## config.mk

```make
export PLATFORM = sky130hd
export DESIGN_NAME = fps_sequencer
export DESIGN_NICKNAME = d
export VERILOG_FILES = /design/src/design/fps_pkg.sv /design/src/design/fps_sequencer.sv
export SDC_FILE = /design/constraint.sdc
export NUM_CORES = 1
export LEC_CHECK = 0
export ABC_CLOCK_PERIOD_IN_PS = 6500
export BUFFER_PORTS_ARGS = -buffer_cell sky130_fd_sc_hd__buf_2
export CAP_MARGIN = 15
export CORE_ASPECT_RATIO = 1.5
export CORE_UTILIZATION = 40
export DETAILED_ROUTE_END_ITERATION = 7
export GPL_TIMING_DRIVEN = 0
export SLEW_MARGIN = 25
export SYNTH_ARGS = -nofsm -noshare
export SYNTH_HDL_FRONTEND = slang
export SYNTH_SLANG_ARGS = --single-unit
export TNS_END_PERCENT = 10
```

## constraint.sdc

```tcl
create_clock -name CLK -period 6.5 [get_ports CLK]
set_clock_uncertainty 0.15 [all_clocks]
set_input_delay 0.65 -clock CLK [delete_from_list [all_inputs] [get_ports CLK]]
set_output_delay 0.65 -clock CLK [all_outputs]
set_load 0.01 [all_outputs]
```

## src/design/fps_pkg.sv

```systemverilog
// Constants and bus carriers for the flash program/erase controller.
// Assumes the flash module shares the controller clock (20 MHz).
package fps_pkg;

    // ------------------------------------------------------------------
    // Clock and timing (times in microseconds, counts in cycles)
    // ------------------------------------------------------------------
    localparam int unsigned CLK_HZ               = 20_000_000;
    localparam int unsigned SUPPLY_SETTLE_US     = 10;
    localparam int unsigned PROGRAM_PULSE_MIN_US = 100;
    localparam int unsigned PROGRAM_MARGIN_US    = 1000;
    localparam int unsigned PROGRAM_LIMIT_US     = 10000;
    localparam int unsigned PROGRAM_TURNOFF_US   = 10;
    localparam int unsigned ERASE_PULSE_MIN_US   = 1000;
    localparam int unsigned ERASE_MARGIN_US      = 10000;
    localparam int unsigned ERASE_LIMIT_US       = 100000;
    localparam int unsigned ERASE_TURNOFF_US     = 100;

    // Least times round up to whole cycles
    function automatic int unsigned us_to_cyc(input int unsigned us);
        longint unsigned c;
        c = (64'(us) * 64'(CLK_HZ) + 64'd999_999) / 64'd1_000_000;
        return (c == 0) ? 1 : 32'(c);
    endfunction

    localparam int unsigned SUPPLY_SETTLE_CYC     = us_to_cyc(SUPPLY_SETTLE_US);
    localparam int unsigned PROGRAM_PULSE_MIN_CYC = us_to_cyc(PROGRAM_PULSE_MIN_US);
    localparam int unsigned PROGRAM_MARGIN_CYC    = us_to_cyc(PROGRAM_MARGIN_US);
    localparam int unsigned PROGRAM_LIMIT_CYC     = us_to_cyc(PROGRAM_LIMIT_US);
    localparam int unsigned PROGRAM_TURNOFF_CYC   = us_to_cyc(PROGRAM_TURNOFF_US);
    localparam int unsigned ERASE_PULSE_MIN_CYC   = us_to_cyc(ERASE_PULSE_MIN_US);
    localparam int unsigned ERASE_MARGIN_CYC      = us_to_cyc(ERASE_MARGIN_US);
    localparam int unsigned ERASE_LIMIT_CYC       = us_to_cyc(ERASE_LIMIT_US);
    localparam int unsigned ERASE_TURNOFF_CYC     = us_to_cyc(ERASE_TURNOFF_US);

    // ------------------------------------------------------------------
    // Array geometry and control word layout
    // ------------------------------------------------------------------
    localparam int unsigned ADDR_W       = 11;
    localparam int unsigned DATA_W       = 16;
    localparam int unsigned SCAN_W       = 10;
    localparam logic [9:0]  SCAN_LAST    = 10'h3FF;
    localparam logic [15:0] ERASED_WORD  = 16'hFFFF;
    localparam logic [15:0] PROGRAMMED   = 16'h0000;
    localparam int unsigned CTL_LATCH    = 0;
    localparam int unsigned CTL_VERIFY   = 1;
    localparam int unsigned CTL_ERASE    = 2;
    localparam int unsigned CTL_APPLY    = 3;

    // ------------------------------------------------------------------
    // Carriers
    // ------------------------------------------------------------------
    typedef struct packed {
        logic              rd;
        logic              wr;
        logic              ctrl;
        logic [ADDR_W-1:0] addr;
        logic [DATA_W-1:0] wdata;
    } fps_req_s;

    typedef struct packed {
        logic              done;
        logic              ok;
        logic              bad;
    } fps_result_s;

    typedef enum logic [13:0] {
        S_IDLE   = 14'h0001,
        S_SUPPLY = 14'h0002,
        S_SETUP  = 14'h0004,
        S_LATCH  = 14'h0008,
        S_HVON   = 14'h0010,
        S_PULSE  = 14'h0020,
        S_HVOFF  = 14'h0040,
        S_RECOV  = 14'h0080,
        S_VERIFY = 14'h0100,
        S_CLEAR  = 14'h0200,
        S_SCAN   = 14'h0400,
        S_DROP   = 14'h0800,
        S_RDBACK = 14'h1000,
        S_FINISH = 14'h2000
    } fps_state_e;

endpackage

```

## src/design/fps_sequencer.sv

```systemverilog
// Host-side controller that programs and erases the flash array through
// the module's control word and array write/read port.
// Assumes the flash port runs on CLK and acknowledges each request once.
//
// Function
// - program mode: erase clear, latch and verify set
// - write target address and data once to latch
// - apply, wait pulse, remove, wait turnoff
// - verify read all zeros means programmed
// - retry with longer pulse until limit reached
// - one margin pulse, then recheck programmed
// - clear verify and latch after each location
// - supply lowered, read back, mismatch marks bad
// - erase starts at minimum pulse, three bits set
// - one arming write, data value ignored
// - erase pulse, remove, wait turnoff before changes
// - clear control bits then scan whole array
// - retry erase with longer pulse until limit
// - one margin erase pass, recheck erased
`timescale 1ns/1ps
module fps_sequencer #(
    parameter int unsigned SUPPLY_CYC     = fps_pkg::SUPPLY_SETTLE_CYC,
    parameter int unsigned PROG_MIN_CYC   = fps_pkg::PROGRAM_PULSE_MIN_CYC,
    parameter int unsigned PROG_MARG_CYC  = fps_pkg::PROGRAM_MARGIN_CYC,
    parameter int unsigned PROG_LIM_CYC   = fps_pkg::PROGRAM_LIMIT_CYC,
    parameter int unsigned PROG_OFF_CYC   = fps_pkg::PROGRAM_TURNOFF_CYC,
    parameter int unsigned ERASE_MIN_CYC  = fps_pkg::ERASE_PULSE_MIN_CYC,
    parameter int unsigned ERASE_MARG_CYC = fps_pkg::ERASE_MARGIN_CYC,
    parameter int unsigned ERASE_LIM_CYC  = fps_pkg::ERASE_LIMIT_CYC,
    parameter int unsigned ERASE_OFF_CYC  = fps_pkg::ERASE_TURNOFF_CYC
) (
    input  wire logic                         CLK,
    input  wire logic                         RST,
    input  wire logic                         CMD_VALID,
    output logic                              CMD_READY,
    input  wire logic                         CMD_ERASE,
    input  wire logic [fps_pkg::ADDR_W-1:0]   CMD_ADDR,
    input  wire logic [fps_pkg::DATA_W-1:0]   CMD_DATA,
    output fps_pkg::fps_result_s              RESULT,
    output logic                              SUPPLY_ON,
    output fps_pkg::fps_req_s                 DEV_REQ,
    input  wire logic                         DEV_ACK,
    input  wire logic [fps_pkg::DATA_W-1:0]   DEV_RDATA
);

    // ------------------------------------------------------------------
    // Helpers
    // ------------------------------------------------------------------
    // Control word from its four bits
    function automatic logic [15:0] ctl_word(input logic lat, input logic ver,
                                             input logic ers, input logic app);
        logic [15:0] w;
        w = 16'h0000;
        w[fps_pkg::CTL_LATCH]  = lat;
        w[fps_pkg::CTL_VERIFY] = ver;
        w[fps_pkg::CTL_ERASE]  = ers;
        w[fps_pkg::CTL_APPLY]  = app;
        return w;
    endfunction

    fps_pkg::fps_state_e state_q;
    fps_pkg::fps_req_s   req_q;
    fps_pkg::fps_req_s   want;
    fps_pkg::fps_result_s res_q;
    logic                bus_state;
    logic                issued_q;
    logic                bus_done;
    logic [31:0]         cnt_q;
    logic [31:0]         pulse_q;
    logic [31:0]         total_q;
    logic [31:0]         limit;
    logic                margin_q;
    logic                erase_q;
    logic                fail_q;
    logic                bad_q;
    logic [fps_pkg::ADDR_W-1:0] addr_q;
    logic [fps_pkg::DATA_W-1:0] data_q;
    logic [fps_pkg::SCAN_W-1:0] scan_q;
    logic                verified;
    logic                over;
    logic                scan_fail;

    assign bus_done  = issued_q & DEV_ACK;
    assign limit     = erase_q ? 32'(ERASE_LIM_CYC) : 32'(PROG_LIM_CYC);
    assign over      = total_q >= limit;
    assign verified  = DEV_RDATA == fps_pkg::PROGRAMMED;
    assign scan_fail = fail_q | (DEV_RDATA != fps_pkg::ERASED_WORD);
    assign CMD_READY = state_q == fps_pkg::S_IDLE;
    assign DEV_REQ   = req_q;
    assign RESULT    = res_q;

    // ------------------------------------------------------------------
    // Access wanted by each bus state
    // ------------------------------------------------------------------
    always_comb begin
        want      = '0;
        bus_state = 1'b1;
        unique case (state_q)
            fps_pkg::S_SETUP: begin
                want.wr    = 1'b1;
                want.ctrl  = 1'b1;
                want.wdata = ctl_word(1'b1, 1'b1, erase_q, 1'b0);
            end
            fps_pkg::S_LATCH: begin
                want.wr    = 1'b1;
                want.addr  = addr_q;
                want.wdata = erase_q ? 16'h0000 : data_q;
            end
            fps_pkg::S_HVON: begin
                want.wr    = 1'b1;
                want.ctrl  = 1'b1;
                want.wdata = ctl_word(1'b1, 1'b1, erase_q, 1'b1);
            end
            fps_pkg::S_HVOFF: begin
                want.wr    = 1'b1;
                want.ctrl  = 1'b1;
                want.wdata = ctl_word(1'b1, 1'b1, erase_q, 1'b0);
            end
            fps_pkg::S_VERIFY: begin
                want.rd    = 1'b1;
                want.addr  = addr_q;
            end
            fps_pkg::S_CLEAR: begin
                want.wr    = 1'b1;
                want.ctrl  = 1'b1;
                want.wdata = ctl_word(1'b0, 1'b0, 1'b0, 1'b0);
            end
            fps_pkg::S_SCAN: begin
                want.rd    = 1'b1;
                want.addr  = {scan_q, 1'b0};
            end
            fps_pkg::S_RDBACK: begin
                want.rd    = 1'b1;
                want.addr  = addr_q;
            end
            default: bus_state = 1'b0;
        endcase
    end

    // ------------------------------------------------------------------
    // Request strobe, held until acknowledged
    // ------------------------------------------------------------------
    // Request drops for one cycle between accesses so each is distinct
    always_ff @(posedge CLK or posedge RST) begin
        if (RST) begin
            req_q    <= '0;
            issued_q <= 1'b0;
        end else if (bus_done) begin
            req_q    <= '0;
            issued_q <= 1'b0;
        end else if (bus_state && !issued_q) begin
            req_q    <= want;
            issued_q <= 1'b1;
        end
    end

    // ------------------------------------------------------------------
    // Sequence state
    // ------------------------------------------------------------------
    always_ff @(posedge CLK or posedge RST) begin
        if (RST) begin
            state_q <= fps_pkg::S_IDLE;
        end else begin
            unique case (state_q)
                fps_pkg::S_IDLE:   if (CMD_VALID) state_q <= fps_pkg::S_SUPPLY;
                fps_pkg::S_SUPPLY: if (cnt_q == 0) state_q <= fps_pkg::S_SETUP;
                fps_pkg::S_SETUP:  if (bus_done) state_q <= fps_pkg::S_LATCH;
                fps_pkg::S_LATCH:  if (bus_done) state_q <= fps_pkg::S_HVON;
                fps_pkg::S_HVON:   if (bus_done) state_q <= fps_pkg::S_PULSE;
                fps_pkg::S_PULSE:  if (cnt_q == 0) state_q <= fps_pkg::S_HVOFF;
                fps_pkg::S_HVOFF:  if (bus_done) state_q <= fps_pkg::S_RECOV;
                fps_pkg::S_RECOV: begin
                    if (cnt_q == 0) begin
                        state_q <= erase_q ? fps_pkg::S_CLEAR : fps_pkg::S_VERIFY;
                    end
                end
                fps_pkg::S_VERIFY: begin
                    if (bus_done) begin
                        if (verified ? margin_q : (margin_q || over)) begin
                            state_q <= fps_pkg::S_CLEAR;
                        end else begin
                            state_q <= fps_pkg::S_HVON;
                        end
                    end
                end
                fps_pkg::S_CLEAR: begin
                    if (bus_done) begin
                        state_q <= erase_q ? fps_pkg::S_SCAN : fps_pkg::S_DROP;
                    end
                end
                fps_pkg::S_SCAN: begin
                    if (bus_done && scan_q == fps_pkg::SCAN_LAST) begin
                        if (scan_fail ? (margin_q || over) : margin_q) begin
                            state_q <= fps_pkg::S_DROP;
                        end else begin
                            state_q <= fps_pkg::S_SETUP;
                        end
                    end
                end
                fps_pkg::S_DROP: begin
                    if (cnt_q == 0) begin
                        state_q <= (erase_q || bad_q) ? fps_pkg::S_FINISH : fps_pkg::S_RDBACK;
                    end
                end
                fps_pkg::S_RDBACK: if (bus_done) state_q <= fps_pkg::S_FINISH;
                fps_pkg::S_FINISH: state_q <= fps_pkg::S_IDLE;
            endcase
        end
    end

    // ------------------------------------------------------------------
    // Wait counter, loaded as each timed wait begins
    // ------------------------------------------------------------------
    always_ff @(posedge CLK or posedge RST) begin
        if (RST) begin
            cnt_q <= 32'h00000000;
        end else if (state_q == fps_pkg::S_IDLE) begin
            cnt_q <= 32'(SUPPLY_CYC) - 32'h1;
        end else if (state_q == fps_pkg::S_HVON && bus_done) begin
            cnt_q <= pulse_q - 32'h1;
        end else if (state_q == fps_pkg::S_HVOFF && bus_done) begin
            cnt_q <= (erase_q ? 32'(ERASE_OFF_CYC) : 32'(PROG_OFF_CYC)) - 32'h1;
        end else if (state_q == fps_pkg::S_CLEAR || state_q == fps_pkg::S_SCAN) begin
            cnt_q <= 32'(SUPPLY_CYC) - 32'h1;
        end else if (cnt_q != 0) begin
            cnt_q <= cnt_q - 32'h1;
        end
    end

    // ------------------------------------------------------------------
    // Pulse width, cumulative time and margin tracking
    // ------------------------------------------------------------------
    // Retry doubles the pulse; margin pulse time is not counted toward the limit
    always_ff @(posedge CLK or posedge RST) begin
        if (RST) begin
            pulse_q  <= 32'h00000000;
            total_q  <= 32'h00000000;
            margin_q <= 1'b0;
            bad_q    <= 1'b0;
            fail_q   <= 1'b0;
        end else if (state_q == fps_pkg::S_IDLE) begin
            pulse_q  <= CMD_ERASE ? 32'(ERASE_MIN_CYC) : 32'(PROG_MIN_CYC);
            total_q  <= 32'h00000000;
            margin_q <= 1'b0;
            bad_q    <= 1'b0;
            fail_q   <= 1'b0;
        end else if (state_q == fps_pkg::S_HVON && bus_done && !margin_q) begin
            total_q <= total_q + pulse_q;
        end else if (state_q == fps_pkg::S_VERIFY && bus_done) begin
            if (verified && !margin_q) begin
                margin_q <= 1'b1;
                pulse_q  <= 32'(PROG_MARG_CYC);
            end else if (!verified) begin
                bad_q   <= margin_q | over;
                pulse_q <= {pulse_q[30:0], 1'b0};
            end
        end else if (state_q == fps_pkg::S_SCAN && bus_done) begin
            fail_q <= scan_fail;
            if (scan_q == fps_pkg::SCAN_LAST) begin
                fail_q <= 1'b0;
                if (!scan_fail && !margin_q) begin
                    margin_q <= 1'b1;
                    pulse_q  <= 32'(ERASE_MARG_CYC);
                end else if (scan_fail) begin
                    bad_q   <= margin_q | over;
                    pulse_q <= {pulse_q[30:0], 1'b0};
                end
            end
        end else if (state_q == fps_pkg::S_RDBACK && bus_done) begin
            bad_q <= DEV_RDATA != data_q;
        end
    end

    // ------------------------------------------------------------------
    // Command capture and scan address
    // ------------------------------------------------------------------
    always_ff @(posedge CLK or posedge RST) begin
        if (RST) begin
            erase_q <= 1'b0;
            addr_q  <= '0;
            data_q  <= '0;
            scan_q  <= '0;
        end else begin
            if (state_q == fps_pkg::S_IDLE && CMD_VALID) begin
                erase_q <= CMD_ERASE;
                addr_q  <= CMD_ADDR;
                data_q  <= CMD_DATA;
            end
            if (state_q == fps_pkg::S_SCAN && bus_done) begin
                scan_q <= scan_q + 10'h001;
            end
        end
    end

    // ------------------------------------------------------------------
    // Supply pin and result
    // ------------------------------------------------------------------
    // Supply stays up across retries; dropped before the final read back
    always_ff @(posedge CLK or posedge RST) begin
        if (RST) begin
            SUPPLY_ON <= 1'b0;
            res_q     <= '0;
        end else begin
            if (state_q == fps_pkg::S_IDLE && CMD_VALID) begin
                SUPPLY_ON <= 1'b1;
                res_q     <= '0;
            end else if (state_q == fps_pkg::S_DROP) begin
                SUPPLY_ON <= 1'b0;
            end
            res_q.done <= state_q == fps_pkg::S_FINISH;
            if (state_q == fps_pkg::S_FINISH) begin
                res_q.ok  <= !bad_q;
                res_q.bad <= bad_q;
            end
        end
    end

endmodule

```

# --- After elaboration in Yosys (flattened, before gate mapping) ---
# Index checks and enable logic that the tools add are counted.
# W data, S select, Z words.
op_classes:
  reduce_logical: 43
  n_eq_ne: 39
  n_addsub: 5
  mux: 77
  magnitude_cmp: 1
  n_bitwise: 3
ops:
  columns: ["cell", "count"]
  rows:
  - ["$mux W32", 16]
  - ["$mux W14", 14]
  - ["$pmux W14 S14", 1]
  - ["$sub A32 B1 Y32 const B", 2]
  - ["$mux W30", 2]
  - ["$pmux W16 S3", 1]
  - ["$add A32 B32 Y32", 1]
  - ["$ge A32 B21 Y1", 1]
  - ["$logic_not A32 Y1", 1]
  - ["$mux W1", 32]
  - ["$reduce_bool A32 Y1", 1]
  - ["$ne A2 B2 Y1 const B", 15]
  - ["$mux W12", 2]
  - ["$pmux W11 S2", 1]
  - ["$mux W21", 1]
  - ["$mux W10", 2]
  - ["$logic_not A16 Y1", 1]
  - ["$mux W16", 1]
  - ["$ne A16 B16 Y1", 1]
  - ["$ne A16 B16 Y1 const B", 1]
  - ["$mux W15", 1]
  - ["$eq A14 B1 Y1 const B", 1]
  - ["$eq A14 B10 Y1 const B", 1]
  - ["$eq A14 B11 Y1 const B", 1]
  - ["38 further kinds", 67]
totals:
  wordCells: 189
  regBits: 186
  in_bits: 48
  output_inout_bits: 35

# --- Logic depth before layout (Yosys ltp) ---
# Gate-level depths: netlist of the first run.
logic_depth:
  ltp_word: 10
  mapped_depth: 12
  ltp_nobuf: 10

# --- Worst setup path after synthesis of the first run ---
# No wires, ideal clock.
synth_timing:
  kind: "flip-flop to flip-flop"
  startpoint: "register pulse_q[4]"
  endpoint: "register total_q[30]"
  synth_period_minus_slack_ps: 3024
  slack_ps: 3476
  setup_ps: 120
  path_stages_with_launch: 11
  required_ps: 6230
  arrival_ps: 2754
  path_buffers: 0
  cell_sequence: "dfrtp_1 -> ha_1 -> fa_1 -> a21oi_1 -> and4b_1 -> o21ai_0 -> o21a_1 -> a2bb2oi_1 -> a211oi_1 -> or3_1 -> a41o_1"
synth_via:
  elab_chain_len: 3
synth_rtl:
  columns: ["item", "line_no", "text"]
  rows:
  - ["start, declared", "fps_sequencer.sv:69", "logic [31:0] pulse_q;"]
  - ["start signal, assigned", "fps_sequencer.sv:242", "pulse_q <= CMD_ERASE ? 32'(ERASE_MIN_CYC) : 32'(PROG_MIN_CYC);"]
  - ["start signal, assigned", "fps_sequencer.sv:252", "pulse_q <= 32'(PROG_MARG_CYC);"]
  - ["start signal, assigned", "fps_sequencer.sv:255", "pulse_q <= {pulse_q[30:0], 1'b0};"]
  - ["$add A32 B32 Y32", "fps_sequencer.sv:248", "total_q <= total_q + pulse_q;"]
  - ["$mux W32", "fps_sequencer.sv:247", "end else if (state_q == fps_pkg::S_HVON && bus_done && !margin_q) begin"]
  - ["$mux W32", "fps_sequencer.sv:241", "end else if (state_q == fps_pkg::S_IDLE) begin"]
  - ["end signal, assigned", "fps_sequencer.sv:248", null]
  - ["end, declared", "fps_sequencer.sv:70", "logic [31:0] total_q;"]
# Every way passes these cells. The select of a mux whose other input is x is not followed.
# A chain may end at the register's enable or synchronous reset.

# --- Worst setup path after layout of the first run ---
layout_timing:
  startpoint: "register state_q[8]"
  endpoint: "output port CMD_READY"
layout_via:
  elab_chain_len: 1
layout_rtl:
  columns: ["item", "line_no", "text"]
  rows:
  - ["start, declared", "fps_sequencer.sv:61", "fps_pkg::fps_state_e state_q;"]
  - ["start signal, assigned", "fps_sequencer.sv:162", "state_q <= fps_pkg::S_IDLE;"]
  - ["start signal, assigned", "fps_sequencer.sv:165", "fps_pkg::S_IDLE: if (CMD_VALID) state_q <= fps_pkg::S_SUPPLY;"]
  - ["start signal, assigned", "fps_sequencer.sv:166", "fps_pkg::S_SUPPLY: if (cnt_q == 0) state_q <= fps_pkg::S_SETUP;"]
  - ["$eq A14 B1 Y1", "fps_sequencer.sv:88", "assign CMD_READY = state_q == fps_pkg::S_IDLE;"]
  - ["end, declared", "fps_sequencer.sv:35", "output logic CMD_READY,"]
# Every way passes these cells.

==> results.yml, run 1 <==
timing:
  finalCritPeriodShare: 0.585
  report.final.hold_viol_count: 0
  finalWorstSetupSlack_ns: 2.70
  worst_pin_slew_ns: 0.918
  slew_viol_final: 0
  finalSetupViolCount: 0
  worst_rel_slew_slack: 0.382
  setup_repair_after_global_routing_missed_its_margin: "no"
  achievable-frequency_mhz: 263
  finalWorstPathRequiredPeriod_ns: 3.80
setup_path:
  r2r-start: "pulse_q[4]"
  length_in_cells_of_the_worst_reg_to_reg_path: 10
  timing.critical_path.from_type: "register"
  regToRegSetupSlack_ns: 2.82
  critPathLaunch: "state_q[8]"
  critical_path.endpoint_type: "output pin"
  regToRegEndpoint: "total_q[30]"
  crit_arrival_ns: 3.00
  crit_path_max_fanout: 9
  crit_path_end: "CMD_READY"
  worstPathRequired_ns: 5.70
  kind_of_critical_path: "reg -> out"
clock_tree:
  root_buffer: "clkbuf_16"
  clkTransAtPathRegs_ns: 0.07
  hold_buffers: 0
  clock_tree.htree_level_count: 4
  numCtsBuffers: 17
  clock_sinks: 178
  tritoncts: "built"
  max-clock-path-buffers: 2
  insertion_delay_ns: 0.45
  cts_setup_buffers: 0
  post_cts.resized_instances: 0
global_route:
  antenna_violations_before_repair: 0
  grt_first_pass_wirelength_um: 47200
  grt.total_usage: 0.225
  grt_max_degree: 71
  grt_pass1_vias: 9085
  overflow: 0
flow_run:
  cap_viol_max_count: 0
synthesis:
  synthesis.instances: 1104
  mappedNetlistArea_mm2: 0.0105
  synth_flop_cell: "dfrtp_1"
  synth_edf_count: 0
  synth_xor_area_frac: 0.0817
  synth.top_cell.area_share: 0.422
  synth_compound_gate_area_share: 0.152
  avgSynthCellArea_um2: 9.51
  postSynth.asyncResetShare: 1.00
  post_synth_main_area_contributors: "dfrtp_1 (42%), xnor2_1 (5.3%), ha_1 (4.8%), nand2_1 (4.3%), mux2_2 (3.9%)"
  synth_fa_ha_area_frac: 0.0496
  yosysSeqAreaShare: 0.424
  post_synth_mux_area_share: 0.0605
  synth.largest_area_cell: "dfrtp_1"
  synth_top_family_by_area: "simple AND/OR/NAND/NOR gates"
  synth-simple-area-share: 0.198
  ys_seq_elements: 178
  synth_cell_type_count: 81
  syn_nets: 1193
  synth.yosys.warnings: 0
cells_and_area:
  nFillCells: 2510
  utilization: 0.464
  area_growth_pct: 13.9
  final_layout_size_suffix_gt1_frac: 0.162
  final_net_count: 1296
  number_of_antenna_cells_inserted: 0
place:
  place_congestion: 0.889
  detailedPlace.worstSlack_ns: 2.96
  buffer_ports.inserted: 82
  post-dp-hpwl_um: 22100
floorplanning:
  core_region_area_mm2: 0.0258
  die-area_mm2: 0.0269
  boundaryPins: 83
  floorplan.die.width_um: 134
  floorplan.rows: 72
  die_h_um: 200
  floorplan.initialDensity: 0.408
power:
  worst_ir_drop_vdd_v: 0.000191
  power_density_mw_per_mm2: 184
  static_leakage_power_nw: 5.88
routing:
  detail_route.wl_per_cell_um: 18.9
  vias_post_dr: 8838
  vias_per_inst: 5.69
  initialDrtViolationCount: 429
  detail_route.wirelength_um: 29300
  drt-pass1-iter-count: 5
  drcViolationCount: 0
  antenna_left: 0
outcome:
  status: "finished, final reports clean"
min_path:
  hp-class: "in -> async"
[per-layer routing]
layer / GRT usage / vias to the layer above / part of all wire
met5: 0 / - / 0
met1: 0.244 / 4340 / 0.39
met2: 0.419 / 226 / 0.53
met4: 0.106 / 0 / 0.040
li1: - / 4203 / -
met3: 0.0391 / 69 / 0.036
[cells by family (layout without fill, tap and decap cells)]
family / count (synthesis) / after routing
xor gates and xnor gates: 98 / 98
adders and majority gates: 41 / 41
muxes: 59 / 59
DFF: 178 / 178
buffers and inverters: 87 / 202
AOI/OAI and AO/OA: 244 / 244
and+or+nand+nor: 397 / 397
[placed cells by master (no fill, tap or decap), types with 4 or more instances in the layout]
| master | count |
|---|---|
| dfrtp_1 | 177 |
| nand2_1 | 119 |
| buf_2 | 98 |
| o21ai_0 | 70 |
| xnor2_1 | 64 |
| nor2_1 | 63 |
| a21oi_1 | 57 |
| nand3_1 | 48 |
| ha_1 | 40 |
| nor3_1 | 39 |
| inv_1 | 38 |
| mux2_2 | 36 |
| xor2_1 | 34 |
| clkbuf_1 | 29 |
| mux2i_1 | 23 |
| nor4_1 | 22 |
| a22oi_1 | 21 |
| nand4_1 | 19 |
| a21o_1 | 18 |
| clkbuf_16 | 17 |
| or4_1 | 15 |
| and3_1 | 15 |
| a22o_1 | 11 |
| and2_1 | 7 |
| a31oi_1 | 6 |
| or3_1 | 6 |
| a211oi_1 | 6 |
| o21bai_1 | 6 |
| or2_2 | 5 |
| nor2b_1 | 5 |
| nand2b_1 | 4 |
| and4b_1 | 4 |
| a21boi_0 | 4 |
| o41ai_1 | 4 |
[through the flow]
step	area (um2)	hold slack (ns)	setup TNS (ns)	std cells	power [W]
final	12000	0.0412	0	1552	0.00220
after global routing	12000	0.0603	0	1552	0.00228
after CTS	12000	0.0452	0	1552	0.00223
after detailed placement	11400	0.305	0	1521	0.00121
after global placement	11300	0.298	-255.74	1519	0.00121
after floorplan	10500	0.300	0	1104	0.00117
[sequential cells by signal, indices dropped and copies added (netlist names), 10 cells and up]
signal,count
addr_q,11
state_q,14
cnt_q,32
total_q,28
pulse_q,28
DEV_REQ,30
data_q,16
scan_q,10
[worst max-delay path, cell delays in order, from the launching register on]
cell      delay [ns]
dfrtp_1         0.47
nor4_4          0.40
nand2_2         0.19
nor4_1          0.47
nand3_1         0.49
clkinv_1        0.34
buf_2           0.18
[where the power goes]
group	internal, W	switching, W
Sequential	0.00111	0.00000341
Clock	0.000551	0.000465
Combinational	0.0000252	0.0000476
[cell usage after synthesis (4+ instances only)]
master / count
a22oi_1: 21
nor2b_1: 5
buf_2: 16
or2_2: 5
a21oi_1: 57
and3_1: 15
o21bai_1: 6
a21o_1: 18
inv_1: 39
nand3_1: 48
o41ai_1: 4
ha_1: 40
nand4_1: 19
xor2_1: 34
a31oi_1: 6
nor3_1: 39
xnor2_1: 64
mux2_2: 36
clkbuf_1: 27
a211oi_1: 6
nand2_1: 119
a21boi_0: 4
nand2b_1: 4
o21ai_0: 70
or4_1: 15
mux2i_1: 23
and4b_1: 4
and2_1: 7
nor2_1: 63
a22o_1: 11
dfrtp_1: 177
nor4_1: 22
or3_1: 6
[layout make-up]
type	instances	area, um2	share of cell area
sequential	178	4460	0.372
clock buffer	21	460	0.0385
inverter	40	158	0.0132
multi-input combinational	839	5700	0.477
buffer	47	204	0.0170
clock inverter	10	104	0.00868
tap	333	417	0.0348
timing repair buffer	84	465	0.0389
[worst min path at each step]
stage                      startpoint  depth (start not counted)  slack, ns     endpoint
final                             RST                          2       0.04     cnt_q[2]
after global routing              RST                          2       0.06     cnt_q[9]
after CTS                         RST                          2       0.05     cnt_q[8]
after detailed placement  DEV_REQ[25]                          2       0.31  DEV_REQ[25]
after global placement    DEV_REQ[23]                          2       0.30  DEV_REQ[23]
after floorplan           total_q[31]                          1       0.30  total_q[31]
No activity file was read; power rests on OpenSTA's default activity.
==> run 2, diff against run 1 <==
--- a/config.mk
+++ b/config.mk
@@ -5,7 +5,8 @@
 export SDC_FILE = /design/constraint.sdc
 export NUM_CORES = 1
 export LEC_CHECK = 0
-export ABC_CLOCK_PERIOD_IN_PS = 6500
+export ABC_AREA = 1
+export ABC_CLOCK_PERIOD_IN_PS = 3260
 export BUFFER_PORTS_ARGS = -buffer_cell sky130_fd_sc_hd__buf_2
 export CAP_MARGIN = 15
 export CORE_ASPECT_RATIO = 1.5
==> constraint.sdc (replaced) <==
create_clock -name CLK -period 3.26 [get_ports CLK]
set_clock_uncertainty 0.15 [all_clocks]
set_input_delay 0.326 -clock CLK [delete_from_list [all_inputs] [get_ports CLK]]
set_output_delay 0.326 -clock CLK [all_outputs]
set_load 0.01 [all_outputs]
==> results.yml, run 2 <==
outcome:
  status: "finished, final reports clean"
cells_and_area:
  design_area_mm2: 0.0136
  registers.top_by_ff_count: "cnt_q"
  finalNonFillerCells: 2151
  layout_commonest_cell: "nand2_1"
  largest_reg_flops: 32
  number_of_antenna_cells_inserted: 0
  final_layout_size_suffix_gt1_frac: 0.129
  nFillCells: 2993
  layout.cells.most_common_list: "nand2_1 (360), nor2_1 (250), dfrtp_1 (177), inv_1 (160), nand3_1 (109)"
  final_net_count: 1837
  area_growth_pct: 16.5
synthesis:
  ys_seq_elements: 178
  synth_cell_type_count: 55
  synth.yosys.warnings: 0
  yosysMostFrequentCell: "nand2_1"
  synth_top_family_by_area: "simple AND/OR/NAND/NOR gates"
  yosysSeqAreaShare: 0.382
  synth_xor_area_frac: 0.0390
  postSynth.asyncResetShare: 1.00
  post_synth_main_area_contributors: "dfrtp_1 (38%), nand2_1 (12%), nor2_1 (8.0%), inv_1 (5.2%), nand3_1 (4.7%)"
  syn_nets: 1699
  mappedNetlistArea_mm2: 0.0117
  post_synth_mux_area_share: 0.00482
  yosys-top-cells-count: "nand2_1 (360), nor2_1 (250), dfrtp_1 (177)"
  avgSynthCellArea_um2: 7.25
  synth_edf_count: 0
  synth_flop_cell: "dfrtp_1"
  synthesis.instances: 1610
  synth_compound_gate_area_share: 0.132
  synth.largest_area_cell: "dfrtp_1"
  synth_fa_ha_area_frac: 0.0446
  synth.top_cell.area_share: 0.379
  synth-simple-area-share: 0.327
clock_tree:
  tritoncts: "built"
  insertion_delay_ns: 0.46
  clock_tree.htree_level_count: 4
  max-clock-path-buffers: 2
  numCtsBuffers: 17
  clkTransAtPathRegs_ns: 0.07
  root_buffer: "clkbuf_16"
  clock_sinks: 178
setup_path:
  critical_path.endpoint_type: "register"
  crit_arrival_ns: 3.26
  worstPathRequired_ns: 3.45
  cpMaxStageDelayCell: "clkbuf_1"
  length_in_cells_of_the_worst_reg_to_reg_path: 13
  kind_of_critical_path: "reg -> reg"
  cpMostUsedCell: "nand2_1"
  crit_path_max_fanout: 9
  regToRegEndpoint: "state_q[2]"
  r2r-start: "erase_q"
  critical-path-top-delay-family: "simple AND/OR/NAND/NOR gates"
  timing.critical_path.from_type: "register"
  regToRegSetupSlack_ns: 0.20
  crit_path_max_incr_delay_ns: 0.47
  critical_path_buf_inv_count: 3
  crit_chain: "clkbuf_1 > clkinvlp_4 > buf_4 > ha_1 > nand4_1 > nor3_1 > nand3_1 > nand4_1 > nand2_1 > nand2_1 > nand2_1 > nand2_1 > nand2_1"
min_path:
  hold_path_depth: 4
  min_to: "state_q[0]"
  hp-class: "in -> reg"
  holdCritStartpoint: "CMD_VALID"
place:
  placed_cells: 2088
  buffer_ports.inserted: 82
  post-dp-hpwl_um: 29100
  postPlaceCellArea_mm2: 0.0127
  place_congestion: 0.932
floorplanning:
  floorplan.initialDensity: 0.407
  boundaryPins: 83
  die_h_um: 211
  floorplan.rows: 76
  die-area_mm2: 0.0299
  core_region_area_mm2: 0.0287
  floorplan.die.width_um: 142
timing:
  worst_rel_slew_slack: 0.505
  worst_pin_slew_ns: 0.741
  achievable-frequency_mhz: 327
  slew_viol_final: 0
  finalCritPeriodShare: 0.939
  finalWorstPathRequiredPeriod_ns: 3.06
  finalSetupViolCount: 0
  hold-worst-slack_ns: 0.118
  report.final.hold_viol_count: 0
  setup_tns_ns: 0
  setup_repair_after_global_routing_missed_its_margin: "no"
global_route:
  grt_first_pass_wirelength_um: 59700
  grt_max_degree: 31
  antenna_violations_before_repair: 0
  overflow: 0
  grt_pass1_vias: 11500
  grt.total_usage: 0.262
routing:
  drcViolationCount: 0
  initialDrtViolationCount: 631
  antenna_left: 0
  vias_per_inst: 5.25
  drt-pass1-iter-count: 7
  detail_route.wl_per_cell_um: 17.1
  detail_route.wirelength_um: 36900
  vias_post_dr: 11300
power:
  cellInternalPower_w: 0.00417
  p_comb_frac: 0.272
  worst_ir_drop_vdd_v: 0.000407
  power_density_mw_per_mm2: 475
  share_clk_of_total_power: 0.332
  switchingPower_w: 0.00229
  static_leakage_power_nw: 6.94
  power.share.sequential: 0.397
  switching_share: 0.354
flow_run:
  cap_viol_max_count: 0
==> run 2: through the flow <==
stage               power [W]  setup WS [ns]   util
finish                0.00646          0.198  0.474
global route          0.00685        0.00514  0.474
CTS                   0.00652          0.144  0.473
detailed placement    0.00433          0.174  0.442
global placement      0.00430         -0.795  0.438
floorplan             0.00384          0.504      -
==> run 2: worst min-delay path, cell delays in order <==
cell	delay, ns
buf_2	0.15
nor2_4	0.07
inv_1	0.05
nand2_1	0.10
==> run 2: per-layer routing <==
layer / vias to the layer above / track usage / part of all wire
met5: - / 0 / 0
met4: 0 / 0.136 / 0.049
met3: 96 / 0.0467 / 0.044
met2: 313 / 0.481 / 0.52
met1: 5298 / 0.284 / 0.39
li1: 5594 / - / -
==> run 2: logic make-up after synthesis <==
family,count (synthesis)
multiplexers,5
XOR/XNOR,52
buffers and inverters,202
AND/OR/NAND/NOR,858
flip-flops,178
adder cells (fa/ha/maj),41
AO/OA/AOI/OAI,274
==> run 2: timing repair <==
item                                    CTS  global route
endpoints found under the hold margin    91             0
gates resized for setup                   0             1
hold buffers                             28             0
setup buffers                             0             3
endpoints found under the setup margin    0             5
==> run 2: layout make-up <==
class / count / area (um2) / area share
multi-input cells: 1230 / 6400 / 0.470
flip-flops and latches: 178 / 4460 / 0.328
repair buffers: 119 / 833 / 0.0613
inverters: 173 / 659 / 0.0485
well taps: 390 / 488 / 0.0359
clock buffers: 19 / 443 / 0.0326
plain buffers: 29 / 171 / 0.0126
clock inverters: 13 / 153 / 0.0112
==> run 2: power groups by stage <==
stage          Clock (W)  Combinational [W]  Sequential [W]
2_1_floorplan          0            0.00125         0.00259
3_3_place_gp           0            0.00170         0.00260
6_report         0.00214            0.00176         0.00257
4_1_cts          0.00219            0.00177         0.00256
3_5_place_dp           0            0.00173         0.00260
5_1_grt          0.00227            0.00199         0.00259
==> run 2: worst max path at each step <==
stage	cells past startpoint	start	to	slack (ns)
2_1_floorplan	1	RST	DEV_REQ[0]	0.50
5_1_grt	14	erase_q	state_q[4]	0.005
3_3_place_gp	2	RST	total_q[17]	-0.80
4_1_cts	14	erase_q	state_q[4]	0.14
6_report	13	erase_q	state_q[2]	0.20
3_5_place_dp	14	erase_q	state_q[4]	0.17
